===== config.mk =====
export PLATFORM = sky130hd
export DESIGN_NAME = fpes_flash_seq
export DESIGN_NICKNAME = d
export VERILOG_FILES = /design/src/design/fpes_flash_seq.v
export VERILOG_INCLUDE_DIRS = /design/src /design/src/include
export SDC_FILE = /design/constraint.sdc
export NUM_CORES = 1
export LEC_CHECK = 0
export ABC_AREA = 1
export BUFFER_PORTS_ARGS = -buffer_cell sky130_fd_sc_hd__buf_2
export CAP_MARGIN = 5
export CORE_MARGIN = 4
export CORE_UTILIZATION = 28
export DETAILED_ROUTE_END_ITERATION = 10
export GPL_TIMING_DRIVEN = 0
export HOLD_SLACK_MARGIN = 0.12
export PLACE_DENSITY = 0.57
export SYNTH_ARGS = -nofsm -noshare
export SYNTH_HDL_FRONTEND = slang
export SYNTH_SLANG_ARGS = --single-unit

===== constraint.sdc =====
create_clock -name clock_i -period 4.8 [get_ports clock_i]
set_clock_uncertainty 0.05 [all_clocks]
set_input_delay 0.96 -clock clock_i [delete_from_list [all_inputs] [get_ports clock_i]]
set_output_delay 0.96 -clock clock_i [all_outputs]
set_load 0.05 [all_outputs]

===== src/include/fpes_consts.vh =====
/*
  Constants for the flash program/erase/security sequencer.
  Assumes a 14-bit CPU address space with 8-bit data.
*/
`ifndef FPES_CONSTS_VH
`define FPES_CONSTS_VH

`define FPES_ADDR_OPT_WORK   14'h0210
`define FPES_ADDR_FLASH_CTL  14'h0211
`define FPES_ADDR_OPT_NV     14'h3FFC
`define FPES_ADDR_PAGE_SEL   14'h001F
`define FPES_WIN_LO          8'hC0
`define FPES_WIN_HI          8'hFF
`define FPES_FLASH_LO        14'h3800
`define FPES_ROW_BYTES       64
`define FPES_ROW_LSB         6
`define FPES_BIT_PGM         0
`define FPES_BIT_MASS        2
`define FPES_BIT_HIGH_VOLTAGE_ENABLE        3
`define FPES_BIT_SECURITY_BIT        0
`define FPES_CTL_RST         8'h00
`define FPES_PAGE_RST        8'h00

`endif


===== src/design/fpes_flash_seq.v =====
/*
  Flash program / mass-erase sequencer with security state.
  Holds the flash control register, the working option register and the page
  select register, and steers the array's program and erase strobes.
  Assumes an 8-bit CPU/debug bus with one-cycle read and write strobes, a
  nonvolatile option byte presented by the array, and software that times
  every interval itself.
*/
`timescale 1ns/1ns
`include "fpes_consts.vh"

module fpes_flash_seq #(
  parameter AW = 14,
  parameter DW = 8
) (
  input  wire          clock_i,
  input  wire          arst_n_i,
  input  wire [AW-1:0] bus_addr_i,
  input  wire [DW-1:0] bus_wdata_i,
  input  wire          bus_wr_i,
  input  wire          bus_rd_i,
  input  wire          bus_from_debug_i,
  input  wire [DW-1:0] array_rdata_i,
  input  wire [DW-1:0] nonvolatile_option_byte_i,
  input  wire          boot_mode_pin_i,
  input  wire          debug_pin_enable_i,
  input  wire          programming_supply_i,
  output reg  [DW-1:0] bus_rdata_o,
  output reg           debug_blocked_o,
  output reg           secured_o,
  output reg  [AW-1:0] latch_addr_o,
  output reg  [DW-1:0] latch_data_o,
  output reg           prog_strobe_o,
  output reg           high_voltage_o,
  output reg           erase_mode_o,
  output reg           program_mode_o
);

  ////////////////////////////////////////////////////////////////////////////
  // State
  reg [DW-1:0] page_select_ff;
  reg          program_select_ff;
  reg          mass_select_ff;
  reg          high_voltage_enable_ff;
  reg [3:0]    seq_state_ff;
  reg          option_loaded_ff;
  reg          security_bit_ff;
  reg          boot_mode_ff;

  ////////////////////////////////////////////////////////////////////////////
  // Address decode
  wire in_window   = (bus_addr_i[AW-1:8] == 0) && (bus_addr_i[7:0] >= `FPES_WIN_LO);
  // Window offset within the row, page bits on top
  wire [AW-1:0] win_addr = {page_select_ff, bus_addr_i[`FPES_ROW_LSB-1:0]};
  wire [AW-1:0] eff_addr = in_window ? win_addr : bus_addr_i;
  wire is_flash    = (eff_addr >= `FPES_FLASH_LO);
  wire secured     = ~security_bit_ff;
  // Debug pin enable counts as a debug path when secured
  wire flash_block = secured & (bus_from_debug_i | debug_pin_enable_i);
  wire hit_ctl     = bus_addr_i == `FPES_ADDR_FLASH_CTL;
  wire hit_opt     = bus_addr_i == `FPES_ADDR_OPT_WORK;
  wire hit_page    = bus_addr_i == `FPES_ADDR_PAGE_SEL;
  wire dbg_ok      = ~(boot_mode_ff & secured) | ~bus_from_debug_i;

  ////////////////////////////////////////////////////////////////////////////
  // Write qualifiers
  wire wr_ctl    = bus_wr_i && hit_ctl && dbg_ok;
  wire want_pgm  = bus_wdata_i[`FPES_BIT_PGM];
  wire want_mass = bus_wdata_i[`FPES_BIT_MASS];
  wire want_hv   = bus_wdata_i[`FPES_BIT_HIGH_VOLTAGE_ENABLE];
  wire flash_wr  = bus_wr_i && is_flash && dbg_ok;

  ////////////////////////////////////////////////////////////////////////////
  // Sequence tracker states
  localparam [3:0] SEQ_IDLE   = 4'b0001;
  localparam [3:0] SEQ_SELECT = 4'b0010;
  localparam [3:0] SEQ_ARMED  = 4'b0100;
  localparam [3:0] SEQ_HIGH   = 4'b1000;

  reg          nxt_pgm;
  reg          nxt_mass;
  reg          nxt_hv;
  reg [3:0]    nxt_seq_state;
  wire         seq_armed  = (seq_state_ff == SEQ_ARMED);
  wire         any_select = nxt_pgm | nxt_mass;
  // The mass erase dummy write may hit secured flash: it only arms the
  // sequence and never reaches the array, so debug can still erase unless boot mode blocks its bus
  wire         arm_write  = flash_wr &&
                            (mass_select_ff | (program_select_ff & ~flash_block));

  ////////////////////////////////////////////////////////////////////////////
  // Flash control next state
  always @* begin
    nxt_pgm  = program_select_ff;
    nxt_mass = mass_select_ff;
    nxt_hv   = high_voltage_enable_ff;
    if (wr_ctl) begin
      // Setting one select while the other is held is refused
      if (!want_pgm) begin
        nxt_pgm = 1'b0;
      end else if (!secured && !mass_select_ff && !want_mass) begin
        nxt_pgm = 1'b1;
      end
      if (!want_mass) begin
        nxt_mass = 1'b0;
      end else if (!program_select_ff && !want_pgm) begin
        nxt_mass = 1'b1;
      end
      if (!want_hv) begin
        nxt_hv = 1'b0;
      end else if ((program_select_ff | mass_select_ff) && seq_armed) begin
        nxt_hv = 1'b1;
      end
    end
  end

  ////////////////////////////////////////////////////////////////////////////
  // Sequence tracker
  // High voltage is only granted from the armed step, so a select followed
  // directly by a high-voltage write never reaches the array
  always @* begin
    nxt_seq_state = seq_state_ff;
    case (seq_state_ff)
      SEQ_IDLE: begin
        if (any_select) begin
          nxt_seq_state = SEQ_SELECT;
        end
      end
      SEQ_SELECT: begin
        if (!any_select) begin
          nxt_seq_state = SEQ_IDLE;
        end else if (arm_write) begin
          nxt_seq_state = SEQ_ARMED;
        end
      end
      SEQ_ARMED: begin
        if (!any_select) begin
          nxt_seq_state = SEQ_IDLE;
        end else if (nxt_hv) begin
          nxt_seq_state = SEQ_HIGH;
        end
      end
      SEQ_HIGH: begin
        // Selects drop before high voltage, so wait for the voltage to go
        if (!nxt_hv) begin
          if (any_select) begin
            nxt_seq_state = SEQ_ARMED;
          end else begin
            nxt_seq_state = SEQ_IDLE;
          end
        end
      end
      default: begin
        nxt_seq_state = SEQ_IDLE;
      end
    endcase
  end

  ////////////////////////////////////////////////////////////////////////////
  // Read data selection
  reg [DW-1:0] nxt_rdata;
  always @* begin
    nxt_rdata = {DW{1'b0}};
    if (bus_rd_i && dbg_ok) begin
      if (hit_opt) begin
        nxt_rdata = {7'h00, security_bit_ff};
      end else if (hit_ctl) begin
        nxt_rdata = {4'h0, high_voltage_enable_ff, mass_select_ff,
                     1'b0, program_select_ff};
      end else if (hit_page) begin
        nxt_rdata = page_select_ff;
      end else if (is_flash && !flash_block) begin
        nxt_rdata = array_rdata_i;
      end
    end
  end

  ////////////////////////////////////////////////////////////////////////////
  // Option capture
  // The byte is looked at once per reset; a new value waits for the next one
  always @(posedge clock_i or negedge arst_n_i) begin
    if (!arst_n_i) begin
      option_loaded_ff <= 1'b0;
      security_bit_ff  <= 1'b0; // Secure until the option byte is copied
      boot_mode_ff     <= 1'b0;
    end else if (!option_loaded_ff) begin
      option_loaded_ff <= 1'b1;
      security_bit_ff  <= nonvolatile_option_byte_i[`FPES_BIT_SECURITY_BIT];
      boot_mode_ff     <= boot_mode_pin_i;
    end
  end

  ////////////////////////////////////////////////////////////////////////////
  // Page select
  always @(posedge clock_i or negedge arst_n_i) begin
    if (!arst_n_i) begin
      page_select_ff <= `FPES_PAGE_RST;
    end else if (bus_wr_i && hit_page && dbg_ok) begin
      page_select_ff <= bus_wdata_i;
    end
  end

  ////////////////////////////////////////////////////////////////////////////
  // Control bits and sequence state
  always @(posedge clock_i or negedge arst_n_i) begin
    if (!arst_n_i) begin
      program_select_ff      <= 1'b0;
      mass_select_ff         <= 1'b0;
      high_voltage_enable_ff <= 1'b0;
      seq_state_ff           <= SEQ_IDLE;
    end else begin
      program_select_ff      <= nxt_pgm;
      mass_select_ff         <= nxt_mass;
      high_voltage_enable_ff <= nxt_hv;
      seq_state_ff           <= nxt_seq_state;
    end
  end

  ////////////////////////////////////////////////////////////////////////////
  // Program latch
  always @(posedge clock_i or negedge arst_n_i) begin
    if (!arst_n_i) begin
      latch_addr_o  <= {AW{1'b0}};
      latch_data_o  <= {DW{1'b0}};
      prog_strobe_o <= 1'b0;
    end else begin
      prog_strobe_o <= 1'b0;
      // Byte address latched on every unblocked flash write with program selected, first and later ones alike
      if (flash_wr && !flash_block && program_select_ff) begin
        latch_addr_o  <= eff_addr;
        latch_data_o  <= bus_wdata_i;
        // Without the supply the array cannot program, so no strobe is sent
        prog_strobe_o <= high_voltage_enable_ff & programming_supply_i;
      end
    end
  end

  ////////////////////////////////////////////////////////////////////////////
  // Mode outputs
  always @(posedge clock_i or negedge arst_n_i) begin
    if (!arst_n_i) begin
      high_voltage_o <= 1'b0;
      erase_mode_o   <= 1'b0;
      program_mode_o <= 1'b0;
    end else begin
      high_voltage_o <= high_voltage_enable_ff & programming_supply_i;
      erase_mode_o   <= mass_select_ff;
      program_mode_o <= program_select_ff;
    end
  end

  ////////////////////////////////////////////////////////////////////////////
  // Security outputs
  always @(posedge clock_i or negedge arst_n_i) begin
    if (!arst_n_i) begin
      secured_o       <= 1'b1;
      debug_blocked_o <= 1'b0;
    end else begin
      secured_o       <= secured;
      debug_blocked_o <= boot_mode_ff & secured;
    end
  end

  ////////////////////////////////////////////////////////////////////////////
  // Read data register
  // Zero whenever nothing is read, so blocked reads look like idle cycles
  always @(posedge clock_i or negedge arst_n_i) begin
    if (!arst_n_i) begin
      bus_rdata_o <= {DW{1'b0}};
    end else begin
      bus_rdata_o <= nxt_rdata;
    end
  end

endmodule // fpes_flash_seq


==> key figures, run 1 <==
Outcome
  – Outcome: finished clean

Synth
  – Syn. warnings: 0
  – Largest family of logic cells by synthesized area: simple AND/OR/NAND/NOR gates
  – Post-synthesis cell count: 303
  – Synth Register Bits: 54
  – Post-synthesis simple-gate area fraction: 0.2831
  – Synthesized area: 0.002524 mm^2
  – Adder-cell share of the synthesized area: 0
  – Synth Area per Inst: 8.329 um^2
  – Post-Syn Nets: 349
  – Register area share after synthesis: 0.5364
  – Unique masters post-synth: 27
  – Synth Area in XOR/XNOR: 0
  – Post-synthesis mux area share: 0.004462
  – Synth Area in Compound Gates: 0.09916

CTS
  – H-tree Lvls: 2
  – CTS clock-pin slew for the worst setup and hold paths: 0.10 ns
  – Cts hold-fix bufs: 0
  – CTS root buf: clkbuf_8
  – Clock Path Buffers: 2
  – CTS tree: done
  – Skew-Pair Late Insertion Delay: 0.31 ns
  – Post-cts repair resize count: 0
  – Clock sinks: 54
  – Setup bufs post-CTS: 0
  – CTS Buf Count: 5

STA
  – Hold_ws: 0.4150 ns
  – Final setup fails: 0
  – Fmax: 446.0 MHz
  – Min cycle time layout: 2.242 ns
  – Setup TNS: 0 ns
  – Final hold vios: 0
  – Worst slew pin tran: 0.5002 ns
  – Final slew viol count: 0
  – RSZ-0062 raised after global routing: false
  – Setup ws final: 2.558 ns
  – Final period utilization: 0.4671
  – Max-slew headroom: 0.6635

Critical path
  – CP startpoint kind: input pin
  – Critical path type: input pin to flip-flop
  – CP Launch Point: bus_addr_i[1]
  – Top delay family on crit path: simple AND/OR/NAND/NOR gates
  – Worst reg2reg path depth: 11
  – CP max FO: 8
  – Number of stages on the worst setup path: 13
  – Slowest-stage cell, CP: nor2_1
  – Most common cell on crit path: nand2_1
  – R2R Path End: seq_state_ff[2]
  – CP required: 4.96 ns
  – CP peak stage delay: 0.24 ns
  – Bufs and invs on worst path: 2
  – CP Cell Sequence: buf_2 > inv_1 > nand2_1 > nor2_1 > nand2_1 > nor2_4 > nand2_2 > o21ai_1 > nand2_1 > nor2_1 > nor2_4 > nand3_1 > nand2_1
  – Critical Path Sink: seq_state_ff[2]
  – CP arrival: 2.40 ns
  – Worst R2R Start: security_bit_ff
  – Setup crit end kind: flip-flop
  – R2r setup slk: 2.99 ns

Run
  – Max-Cap Viols: 0

Floorplanning
  – DIE WIDTH: 102.9 um
  – Core footprint: 0.008763 mm^2
  – Ports: 82
  – Core Rows: 34
  – Die area: 0.01060 mm^2
  – Die Ht: 102.9 um
  – Initial core utilization: 0.2880

Detailed routing
  – DR vias: 2276
  – Drt drc: 0
  – Wire per inst: 13.66 um
  – Drt via density: 4.607
  – WL final: 6.749 mm
  – Antenna Nets Post-Route: 0
  – Drt pass-1 iters: 4
  – DRT iter0 DRCs: 64

Min path
  – Hold Path Origin: mass_select_ff
  – Hold WC Path Type: flip-flop to flip-flop

Final layout
  – Area growth syn-to-layout: 25.48%
  – Antenna diodes: 0
  – Util after Layout: 0.3614
  – Final net count: 431
  – Layout cell share with drive strength beyond 1: 0.2979

Global routing
  – Vias in the first global route: 2248
  – Initial antenna violation count: 0
  – Total track usage: 0.1320
  – GRT overflow: 0
  – First-pass GRT wire length: 10.81 mm
  – Pin count of the biggest net entering global routing: 55

Power
  – Pleak: 1.703 nW
  – Peak VDD IR: 0.0001947 V
  – Pwr/cell area: 297.5 mW/mm^2

Place
  – DP Wirelength: 5.273 mm
  – RD Place Congestion: 0.8507
  – Dpl ws: 2.236 ns
  – Port Buffers: 74
flip-flops by register name (all words and copies together), names as in the netlist, 4 cells and up:
register / flops
latch_addr_o: 14
bus_rdata_o: 8
latch_data_o: 8
page_select_ff: 8
seq_state_ff: 4
logic make-up (layout without fill, tap and decap cells):
family | Yosys count | after routing
simple gates | 151 | 151
buf+inv | 49 | 132
compound gates | 47 | 47
other cells | 1 | 1
mux | 1 | 1
flops | 54 | 54
cells in the final DEF (no fill, tap or decap), drive strengths merged, types with 2 or more instances in the layout:
cell type	instances
nand2	91
buf	79
dfrtp	52
inv	44
nor2	31
o21ai	29
nand3	19
a21oi	13
nand4	8
clkbuf	6
a31oi	3
dfstp	2
cell type report:
type                    count  area [um^2]
flip-flops and latches     54         1354
clock inverters             3        48.80
plain buffers               5        23.77
fillers                   936         5597
inverters                  44        166.4
clock buffers               5        68.82
well taps                 108        135.1
multi-input cells         200        979.7
repair buffers             75        390.4
per-layer routing:
metal | global-route usage | routed length (um) | up-vias
li1 | - | - | 1117
met1 | 0.1786 | 3053 | 1089
met2 | 0.2107 | 3104 | 63
met3 | 0.03112 | 481 | 7
met4 | 0.03884 | 110 | 0
met5 | 0 | 0 | -
synth_stat cells, drive strengths merged:
| library cell | instances | area [um^2] |
|---|---|---|
| conb | 1 | 3.750 |
| clkbuf | 1 | 3.750 |
| nand3 | 19 | 95.09 |
| o21ai | 29 | 145.1 |
| o2111ai | 1 | 8.760 |
| a21oi | 13 | 65.06 |
| nor3 | 1 | 5.000 |
| nand2 | 91 | 361.6 |
| clkinv | 1 | 5.000 |
| dfstp | 2 | 52.55 |
| inv | 43 | 161.4 |
| a211oi | 1 | 12.51 |
| nor2 | 31 | 175.2 |
| a31oi | 3 | 18.77 |
| dfrtp | 52 | 1301 |
| nand4 | 8 | 71.32 |
| mux2 | 1 | 11.26 |
| buf | 4 | 20.02 |
| nor4 | 1 | 6.260 |
stage by stage:
step | std cells | power [mW] | cell area (um^2)
CTS | 493 | 0.9535 | 3147
floorplan | 303 | 0.5799 | 2524
global placement | 485 | 0.6294 | 3029
detailed placement | 485 | 0.6323 | 3029
global route | 494 | 0.9895 | 3167
finish | 494 | 0.9423 | 3167
where the power goes:
part,switching (mW),internal [mW]
Clock,0.159,0.159
Sequential,0.00917,0.474
Combinational,0.0963,0.0452
Total,0.264,0.678
how the worst min path moves through the flow:
stage / endpoint / slack [ns] / cells past startpoint
after global placement: latch_addr_o[13] / 0.39 / 2
after floorplan: erase_mode_o / 0.34 / 0
final: erase_mode_o / 0.41 / 0
after detailed placement: program_mode_o / 0.40 / 0
after global routing: program_mode_o / 0.43 / 0
after CTS: program_mode_o / 0.42 / 0
Power figures use the tool's default switching activity.
==> run 2, diff against run 1 <==
--- a/config.mk
+++ b/config.mk
@@ -6,7 +6,7 @@
 export SDC_FILE = /design/constraint.sdc
 export NUM_CORES = 1
 export LEC_CHECK = 0
-export ABC_AREA = 1
+export ABC_AREA = 0
 export BUFFER_PORTS_ARGS = -buffer_cell sky130_fd_sc_hd__buf_2
 export CAP_MARGIN = 5
 export CORE_MARGIN = 4
@@ -14,7 +14,7 @@
 export DETAILED_ROUTE_END_ITERATION = 10
 export GPL_TIMING_DRIVEN = 0
 export HOLD_SLACK_MARGIN = 0.12
-export PLACE_DENSITY = 0.57
+export PLACE_DENSITY = 0.59
 export SYNTH_ARGS = -nofsm -noshare
 export SYNTH_HDL_FRONTEND = slang
 export SYNTH_SLANG_ARGS = --single-unit
==> constraint.sdc (replaced) <==
create_clock -name clock_i -period 1.8 [get_ports clock_i]
set_clock_uncertainty 0.05 [all_clocks]
set_input_delay 0.36 -clock clock_i [delete_from_list [all_inputs] [get_ports clock_i]]
set_output_delay 0.36 -clock clock_i [all_outputs]
set_load 0.05 [all_outputs]
==> key figures, run 2 <==
Global routing
  – GRT overflow: 0 (unchanged)
  – Initial antenna violation count: 0 (unchanged)
  – Pin count of the biggest net entering global routing: 55 (unchanged)
  – First-pass GRT wire length: 10.09 mm (-6.7%)
  – Vias in the first global route: 1958 (-13%)
  – Total track usage: 0.1271 (-0.004916)

Synth
  – Ys async rst share: 1.000 (unchanged)
  – Synth area leaders: dfrtp_1 54%, mux2_2 8.4%, mux2_4 3.7%
  – Synthesized area: 0.002414 mm^2 (-4.4%)
  – Top post-synthesis cells by count: 52 x dfrtp_1, 18 x mux2_2, 17 x nor2_1
  – Syn. warnings: 0 (unchanged)
  – Register area share after synthesis: 0.5609 (+0.02447)
  – Post-synthesis cell count: 196 (-35%)
  – Count leader, synth: dfrtp_1
  – Ys flop type: dfrtp_1
  – Unique masters post-synth: 45 (+67%)
  – EDFF count, synth: 0 (unchanged)
  – Post-synth top area cell: dfrtp_1
  – Share of the synthesized area in the top cell type: 0.5391 (+0.02352)
  – Synth Area per Inst: 12.31 um^2 (+48%)
  – Synth Register Bits: 54 (unchanged)
  – Post-Syn Nets: 242 (-31%)

Final layout
  – Layout cell share with drive strength beyond 1: 0.4880 (+0.1900)
  – Max FFs per register: 14 (unchanged)
  – Final Cell Area: 0.003213 mm^2 (+1.5%)
  – Commonest non-fill, non-tap cell in the layout: buf_2
  – Fillcell total: 816 (-13%)
  – Antenna diodes: 0 (unchanged)
  – Commonest non-fill, non-tap cells in the layout: 74 x buf_2, 51 x dfrtp_1, 17 x nor2_1, 16 x a21oi_1
  – Area growth syn-to-layout: 33.13%
  – Final net count: 336 (-22%)
  – Largest Register: latch_addr_o

Min path
  – Hold Path Origin: nonvolatile_option_byte_i[0]
  – WHS Endpoint: security_bit_ff
  – Hold WC Path Type: input pin to flip-flop
  – Hold Path Depth: 2 (+2)

Critical path
  – Critical path type: flip-flop to flip-flop
  – Setup crit end kind: flip-flop
  – CP Launch Point: page_select_ff[7]
  – CP arrival: 1.94 ns (-0.46 ns)
  – CP startpoint kind: flip-flop
  – Worst R2R Start: page_select_ff[7]
  – R2r setup slk: 0.006 ns (-2.98 ns)
  – CP required: 1.95 ns (-3.01 ns)
  – CP max FO: 10 (+2)
  – R2R Path End: latch_addr_o[2]
  – Worst reg2reg path depth: 6 (-5)

Detailed routing
  – DRT iter0 DRCs: 104 (+63%)
  – Metal3 WL: 400 um (-17%)
  – Top Metal Used: met4
  – Drt drc: 0 (unchanged)
  – Antenna Nets Post-Route: 0 (unchanged)
  – Drt pass-1 iters: 4 (unchanged)
  – Drt via density: 4.770 (+3.5%)
  – Routed met2 length: 2.878 mm (-7.3%)
  – Routed met1 length: 2.919 mm (-4.4%)
  – WL final: 6.302 mm (-6.6%)
  – DR vias: 1889 (-17%)
  – Wire per inst: 15.91 um (+16%)

STA
  – Setup TNS: 0 ns (unchanged)
  – Setup ws final: 0.005709 ns (-2.552 ns)
  – Final period utilization: 0.9968
  – Fmax: 557.3 MHz
  – Hold_ws: 0.2237 ns (-0.1913 ns)
  – Final slew viol count: 0 (unchanged)
  – RSZ-0062 raised after global routing: true
  – Final setup fails: 0 (unchanged)
  – Final hold vios: 0 (unchanged)
  – Min cycle time layout: 1.794 ns

CTS
  – CTS Buf Count: 5 (unchanged)
  – Clock sinks: 54 (unchanged)
  – CTS clock-pin slew for the worst setup and hold paths: 0.11 ns (about the same)
  – CTS tree: done
  – H-tree Lvls: 2 (unchanged)
  – CTS root buf: clkbuf_8
  – Clock Path Buffers: 2 (unchanged)
  – Skew-Pair Late Insertion Delay: 0.32 ns (about the same)

Floorplanning
  – Core Rows: 33 (-2.9%)
  – Ports: 82 (unchanged)
  – Die Ht: 100.8 um (-2.0%)
  – Initial core utilization: 0.2908 (+0.002840)
  – Core footprint: 0.008299 mm^2 (-5.3%)
  – DIE WIDTH: 100.8 um (-2.0%)
  – Die area: 0.01017 mm^2 (-4.0%)

Power
  – Peak VDD IR: 0.0003473 V (+78%)
  – Pleak: 1.611 nW (-5.4%)
  – Pwr Total: 2.296 mW (+140%)
  – Pwr/cell area: 714.6 mW/mm^2 (+140%)

Place
  – RD Place Congestion: 0.7991 (-6.1%)
  – Placed cell areas: 0.002915 mm^2 (-3.8%)
  – DP Wirelength: 4.613 mm (-13%)
  – Dpl ws: -0.5099 ns (-2.746 ns)
  – Port Buffers: 74 (unchanged)

Outcome
  – Outcome: finished clean

Run
  – Max-Cap Viols: 0 (unchanged)
run 2: cell count changes after synthesis, sizes merged, moves of 4 or more:
| cell | delta |
|---|---|
| o21ai | -26 |
| and2 | +4 |
| or2 | +4 |
| nor3 | +6 |
| nor4b | +4 |
| nand2 | -80 |
| nand4 | -4 |
| a22oi | +7 |
| inv | -40 |
| nor2 | -13 |
| mux2 | +23 |
| nand3 | -15 |
run 2: final cells by class:
class	instances	area [um^2]	share of cell area
flip-flops and latches	54	1355	0.4217
multi-input cells	135	1065	0.3314
repair buffers	88	519.2	0.1616
well taps	105	131.4	0.04089
clock buffers	5	68.82	0.02142
plain buffers	3	38.79	0.01207
clock inverters	3	23.77	0.007399
inverters	3	11.26	0.003505
run 2: critical path, stage by stage (launching register included):
cell and delay [ns]:
dfrtp_1 0.39, and3_4 0.20, nand4_4 0.12, a21boi_4 0.17, and3_4 0.28, buf_12 0.15
mux2_4 0.30
run 2: kinds of logic after synthesis:
kind of cell,Yosys count,share of synthesized area
other,1,0.001554
and+or+nand+nor,69,0.1732
DFF,54,0.5609
AOI/OAI and AO/OA,38,0.1073
buffers and inverters,7,0.02384
muxes,26,0.1296
xor gates and xnor gates,1,0.003629
run 2: worst max path at each step:
stage,endpoint,slack [ns]
2_1_floorplan,latch_addr_o[1],-0.1
3_3_place_gp,latch_addr_o[4],-0.51
3_5_place_dp,latch_data_o[7],-0.51
4_1_cts,latch_addr_o[2],-0.01
5_1_grt,latch_addr_o[2],-0.05
6_report,latch_addr_o[2],0.006
run 2: power by group:
group	switching (mW)	internal, mW
clock	0.417	0.279
sequential	0.0432	1.26
combinational	0.166	0.130
total	0.626	1.67
run 2: stage by stage:
step,std cells,utilization
after global routing,396,0.3872
after CTS,391,0.3752
after global placement,375,0.3513
after floorplan,196,-
after detailed placement,375,0.3513
final,396,0.3872
run 2: timing repair:
| item | 4_1_cts | 5_1_grt |
|---|---|---|
| hold buffers | 0 | 1 |
| resized for setup | 4 | 12 |
| pin swaps | 1 | 4 |
| setup endpoints to repair | 25 | 34 |
| buffers inserted | 8 | 4 |
| endpoints found under the hold margin | 0 | 13 |
run 2: metal layers:
metal	GRT usage	up-vias
met5	0	-
met4	0.04352	0
met3	0.02561	7
met2	0.1965	62
met1	0.1775	921
li1	-	899
==> run 3, diff against run 2 <==
--- a/config.mk
+++ b/config.mk
@@ -14,7 +14,7 @@
 export DETAILED_ROUTE_END_ITERATION = 10
 export GPL_TIMING_DRIVEN = 0
 export HOLD_SLACK_MARGIN = 0.12
-export PLACE_DENSITY = 0.59
+export PLACE_DENSITY = 0.58
 export SYNTH_ARGS = -nofsm -noshare
 export SYNTH_HDL_FRONTEND = slang
 export SYNTH_SLANG_ARGS = --single-unit
==> constraint.sdc (replaced) <==
create_clock -name clock_i -period 2.05 [get_ports clock_i]
set_clock_uncertainty 0.05 [all_clocks]
set_input_delay 0.41 -clock clock_i [delete_from_list [all_inputs] [get_ports clock_i]]
set_output_delay 0.41 -clock clock_i [all_outputs]
set_load 0.05 [all_outputs]
==> key figures, run 3 (synthesized netlist as in run 2, its figures left out) <==
Final layout
  – Final net count: 324 (-3.6%)
  – Commonest non-fill, non-tap cells in the layout: 73 x buf_2, 52 x dfrtp_1, 18 x mux2_2, 17 x nor2_1, 16 x a21oi_1
  – Area growth syn-to-layout: 24.99%
  – Max FFs per register: 14 (unchanged)
  – Reg area: 0.001354 mm^2 (about the same)
  – Largest Register: latch_addr_o
  – Util after Layout: 0.3635 (-0.02367)
  – Multi-input logic area: 0.001002 mm^2 (-5.9%)
  – Antenna diodes: 0 (unchanged)
  – Commonest non-fill, non-tap cell in the layout: buf_2
  – Layout cell share with drive strength beyond 1: 0.4444 (-0.04353)
  – Final Cell Area: 0.003017 mm^2 (-6.1%)
  – Fillcell total: 834 (+2.2%)

Floorplanning
  – Ports: 82 (unchanged)
  – Die Ht: 100.8 um (unchanged)
  – Die area: 0.01017 mm^2 (unchanged)
  – Initial core utilization: 0.2908 (unchanged)
  – DIE WIDTH: 100.8 um (unchanged)
  – Core Rows: 33 (unchanged)
  – Core footprint: 0.008299 mm^2 (unchanged)

Place
  – Placed cell areas: 0.002915 mm^2 (unchanged)
  – DP Wirelength: 4.675 mm (+1.3%)
  – RD Place Congestion: 0.8198 (+2.6%)
  – Port Buffers: 74 (unchanged)

STA
  – Final slew viol count: 0 (unchanged)
  – Setup TNS: 0 ns (unchanged)
  – Min cycle time layout: 1.925 ns (+0.1306 ns)
  – Final setup fails: 0 (unchanged)
  – RSZ-0062 raised after global routing: false
  – Worst slew pin tran: 0.6846 ns
  – Final hold vios: 0 (unchanged)
  – Max-slew headroom: 0.5436
  – Fmax: 519.5 MHz (-6.8%)
  – Final period utilization: 0.9390 (-0.05787)

Power
  – Pwr Total: 1.994 mW (-13%)
  – Sw frac: 0.2565 (-0.01634)
  – Pleak: 1.544 nW (-4.2%)
  – NetSw: 0.5115 mW (-18%)
  – Clock power frac: 0.305 (+0.002)
  – Peak VDD IR: 0.0002811 V (-19%)
  – Pint: 1.483 mW (-11%)
  – Flop pwr share: 0.572 (+0.004)
  – Pwr/cell area: 661.1 mW/mm^2 (-7.5%)
  – Comb power frac: 0.123 (-0.006)

Global routing
  – Pin count of the biggest net entering global routing: 55 (unchanged)
  – Total track usage: 0.1288 (+0.001621)
  – GRT overflow: 0 (unchanged)
  – Vias in the first global route: 1931 (-1.4%)
  – First-pass GRT wire length: 10.14 mm (+0.56%)
  – Initial antenna violation count: 0 (unchanged)

CTS
  – Cts hold-fix bufs: 0 (unchanged)
  – CTS Buf Count: 5 (unchanged)
  – CTS clock-pin slew for the worst setup and hold paths: 0.09 ns (-0.02 ns)
  – Clock sinks: 54 (unchanged)
  – H-tree Lvls: 2 (unchanged)
  – CTS tree: done
  – Clock Path Buffers: 2 (unchanged)
  – Skew-Pair Late Insertion Delay: 0.30 ns (-0.02 ns)
  – CTS root buf: clkbuf_8

Critical path
  – Worst reg2reg path depth: 6 (unchanged)
  – CP required: 2.19 ns (+0.24 ns)
  – CP startpoint kind: flip-flop
  – Setup crit end kind: flip-flop
  – CP arrival: 2.07 ns (+0.13 ns)
  – Critical path type: flip-flop to flip-flop
  – CP max FO: 10 (unchanged)

Detailed routing
  – WL final: 6.096 mm (-3.3%)
  – Wire per inst: 15.88 um (-0.25%)
  – DRT iter0 DRCs: 79 (-24%)
  – DR vias: 1830 (-3.1%)
  – Antenna Nets Post-Route: 0 (unchanged)
  – Drt via density: 4.766 (about the same)
  – Drt pass-1 iters: 4 (unchanged)
  – Drt drc: 0 (unchanged)

Min path
  – Hold WC Path Type: input pin to async pin

Run
  – Max-Cap Viols: 0 (unchanged)

Outcome
  – Outcome: finished clean
==> run 3: changes by cell type in the layout (fill, tap and decap cells not counted), moves of 2 or more <==
cell	previous run	this run
buf_4	9	2
mux2_2	12	18
mux2_4	12	6
buf_12	4	1
and3_1	1	3
and3_4	2	0
clkinvlp_4	2	0
==> run 3: final cells by class <==
cell class,instances,share of cell area
Clock buffer,7,0.02862
Buffer,4,0.01535
Clock inverter,1,0.001659
Inverter,3,0.003733
Tap cell,105,0.04355
Sequential cell,54,0.4488
Multi-Input combinational cell,135,0.3322
Timing Repair Buffer,75,0.1261
==> run 3: worst paths after layout <==
path / start / to / slack (ns)
max: security_bit_ff / latch_addr_o[5] / 0.13
min: arst_n_i / option_loaded_ff / 0.09
max reg2reg: security_bit_ff / latch_addr_o[5] / 0.13
min reg2reg: latch_addr_o[11] / latch_addr_o[11] / 0.42
max in group asynchronous: arst_n_i / bus_rdata_o[6] / 1.40
min in group clock_i: boot_mode_pin_i / boot_mode_ff / 0.29
==> run 3: critical path, cell delays in order, from the launching register on <==
cell and delay [ns]:
dfrtp_1 0.46, nand3b_1 0.26, and2_1 0.24, and3_1 0.20, buf_6 0.15, buf_12 0.15
mux2_4 0.30
==> run 3: timing repair <==
| item | 4_1_cts | 5_1_grt |
|---|---|---|
| setup endpoints to repair | 6 | 0 |
| buffers inserted | 1 | 0 |
| resized for setup | 0 | 0 |
==> run 3: per-layer routing <==
metal	track usage	wire length (um)	vias up
met5	0	0	-
met4	0.04663	102	0
met3	0.02422	320	7
met2	0.1914	2733	60
met1	0.1864	2940	882
li1	-	-	881
==> run 3: power by group through the flow <==
stage | Combinational [mW] | Clock [mW] | Sequential [mW]
floorplan | 0.116 | 0 | 1.17
global route | 0.276 | 0.683 | 1.15
global placement | 0.239 | 0 | 1.16
CTS | 0.246 | 0.644 | 1.14
finish | 0.245 | 0.608 | 1.14
detailed placement | 0.245 | 0 | 1.16
==> run 3: metrics by stage <==
stage	worst slack [ns]	hold slack [ns]	instances
6_report	0.1251	0.09229	384
5_1_grt	0.02344	0.1464	384
4_1_cts	0.1222	0.2755	384
3_5_place_dp	-0.3231	0.3992	375
3_3_place_gp	-0.3056	0.3984	375
2_1_floorplan	0.1006	0.06441	196
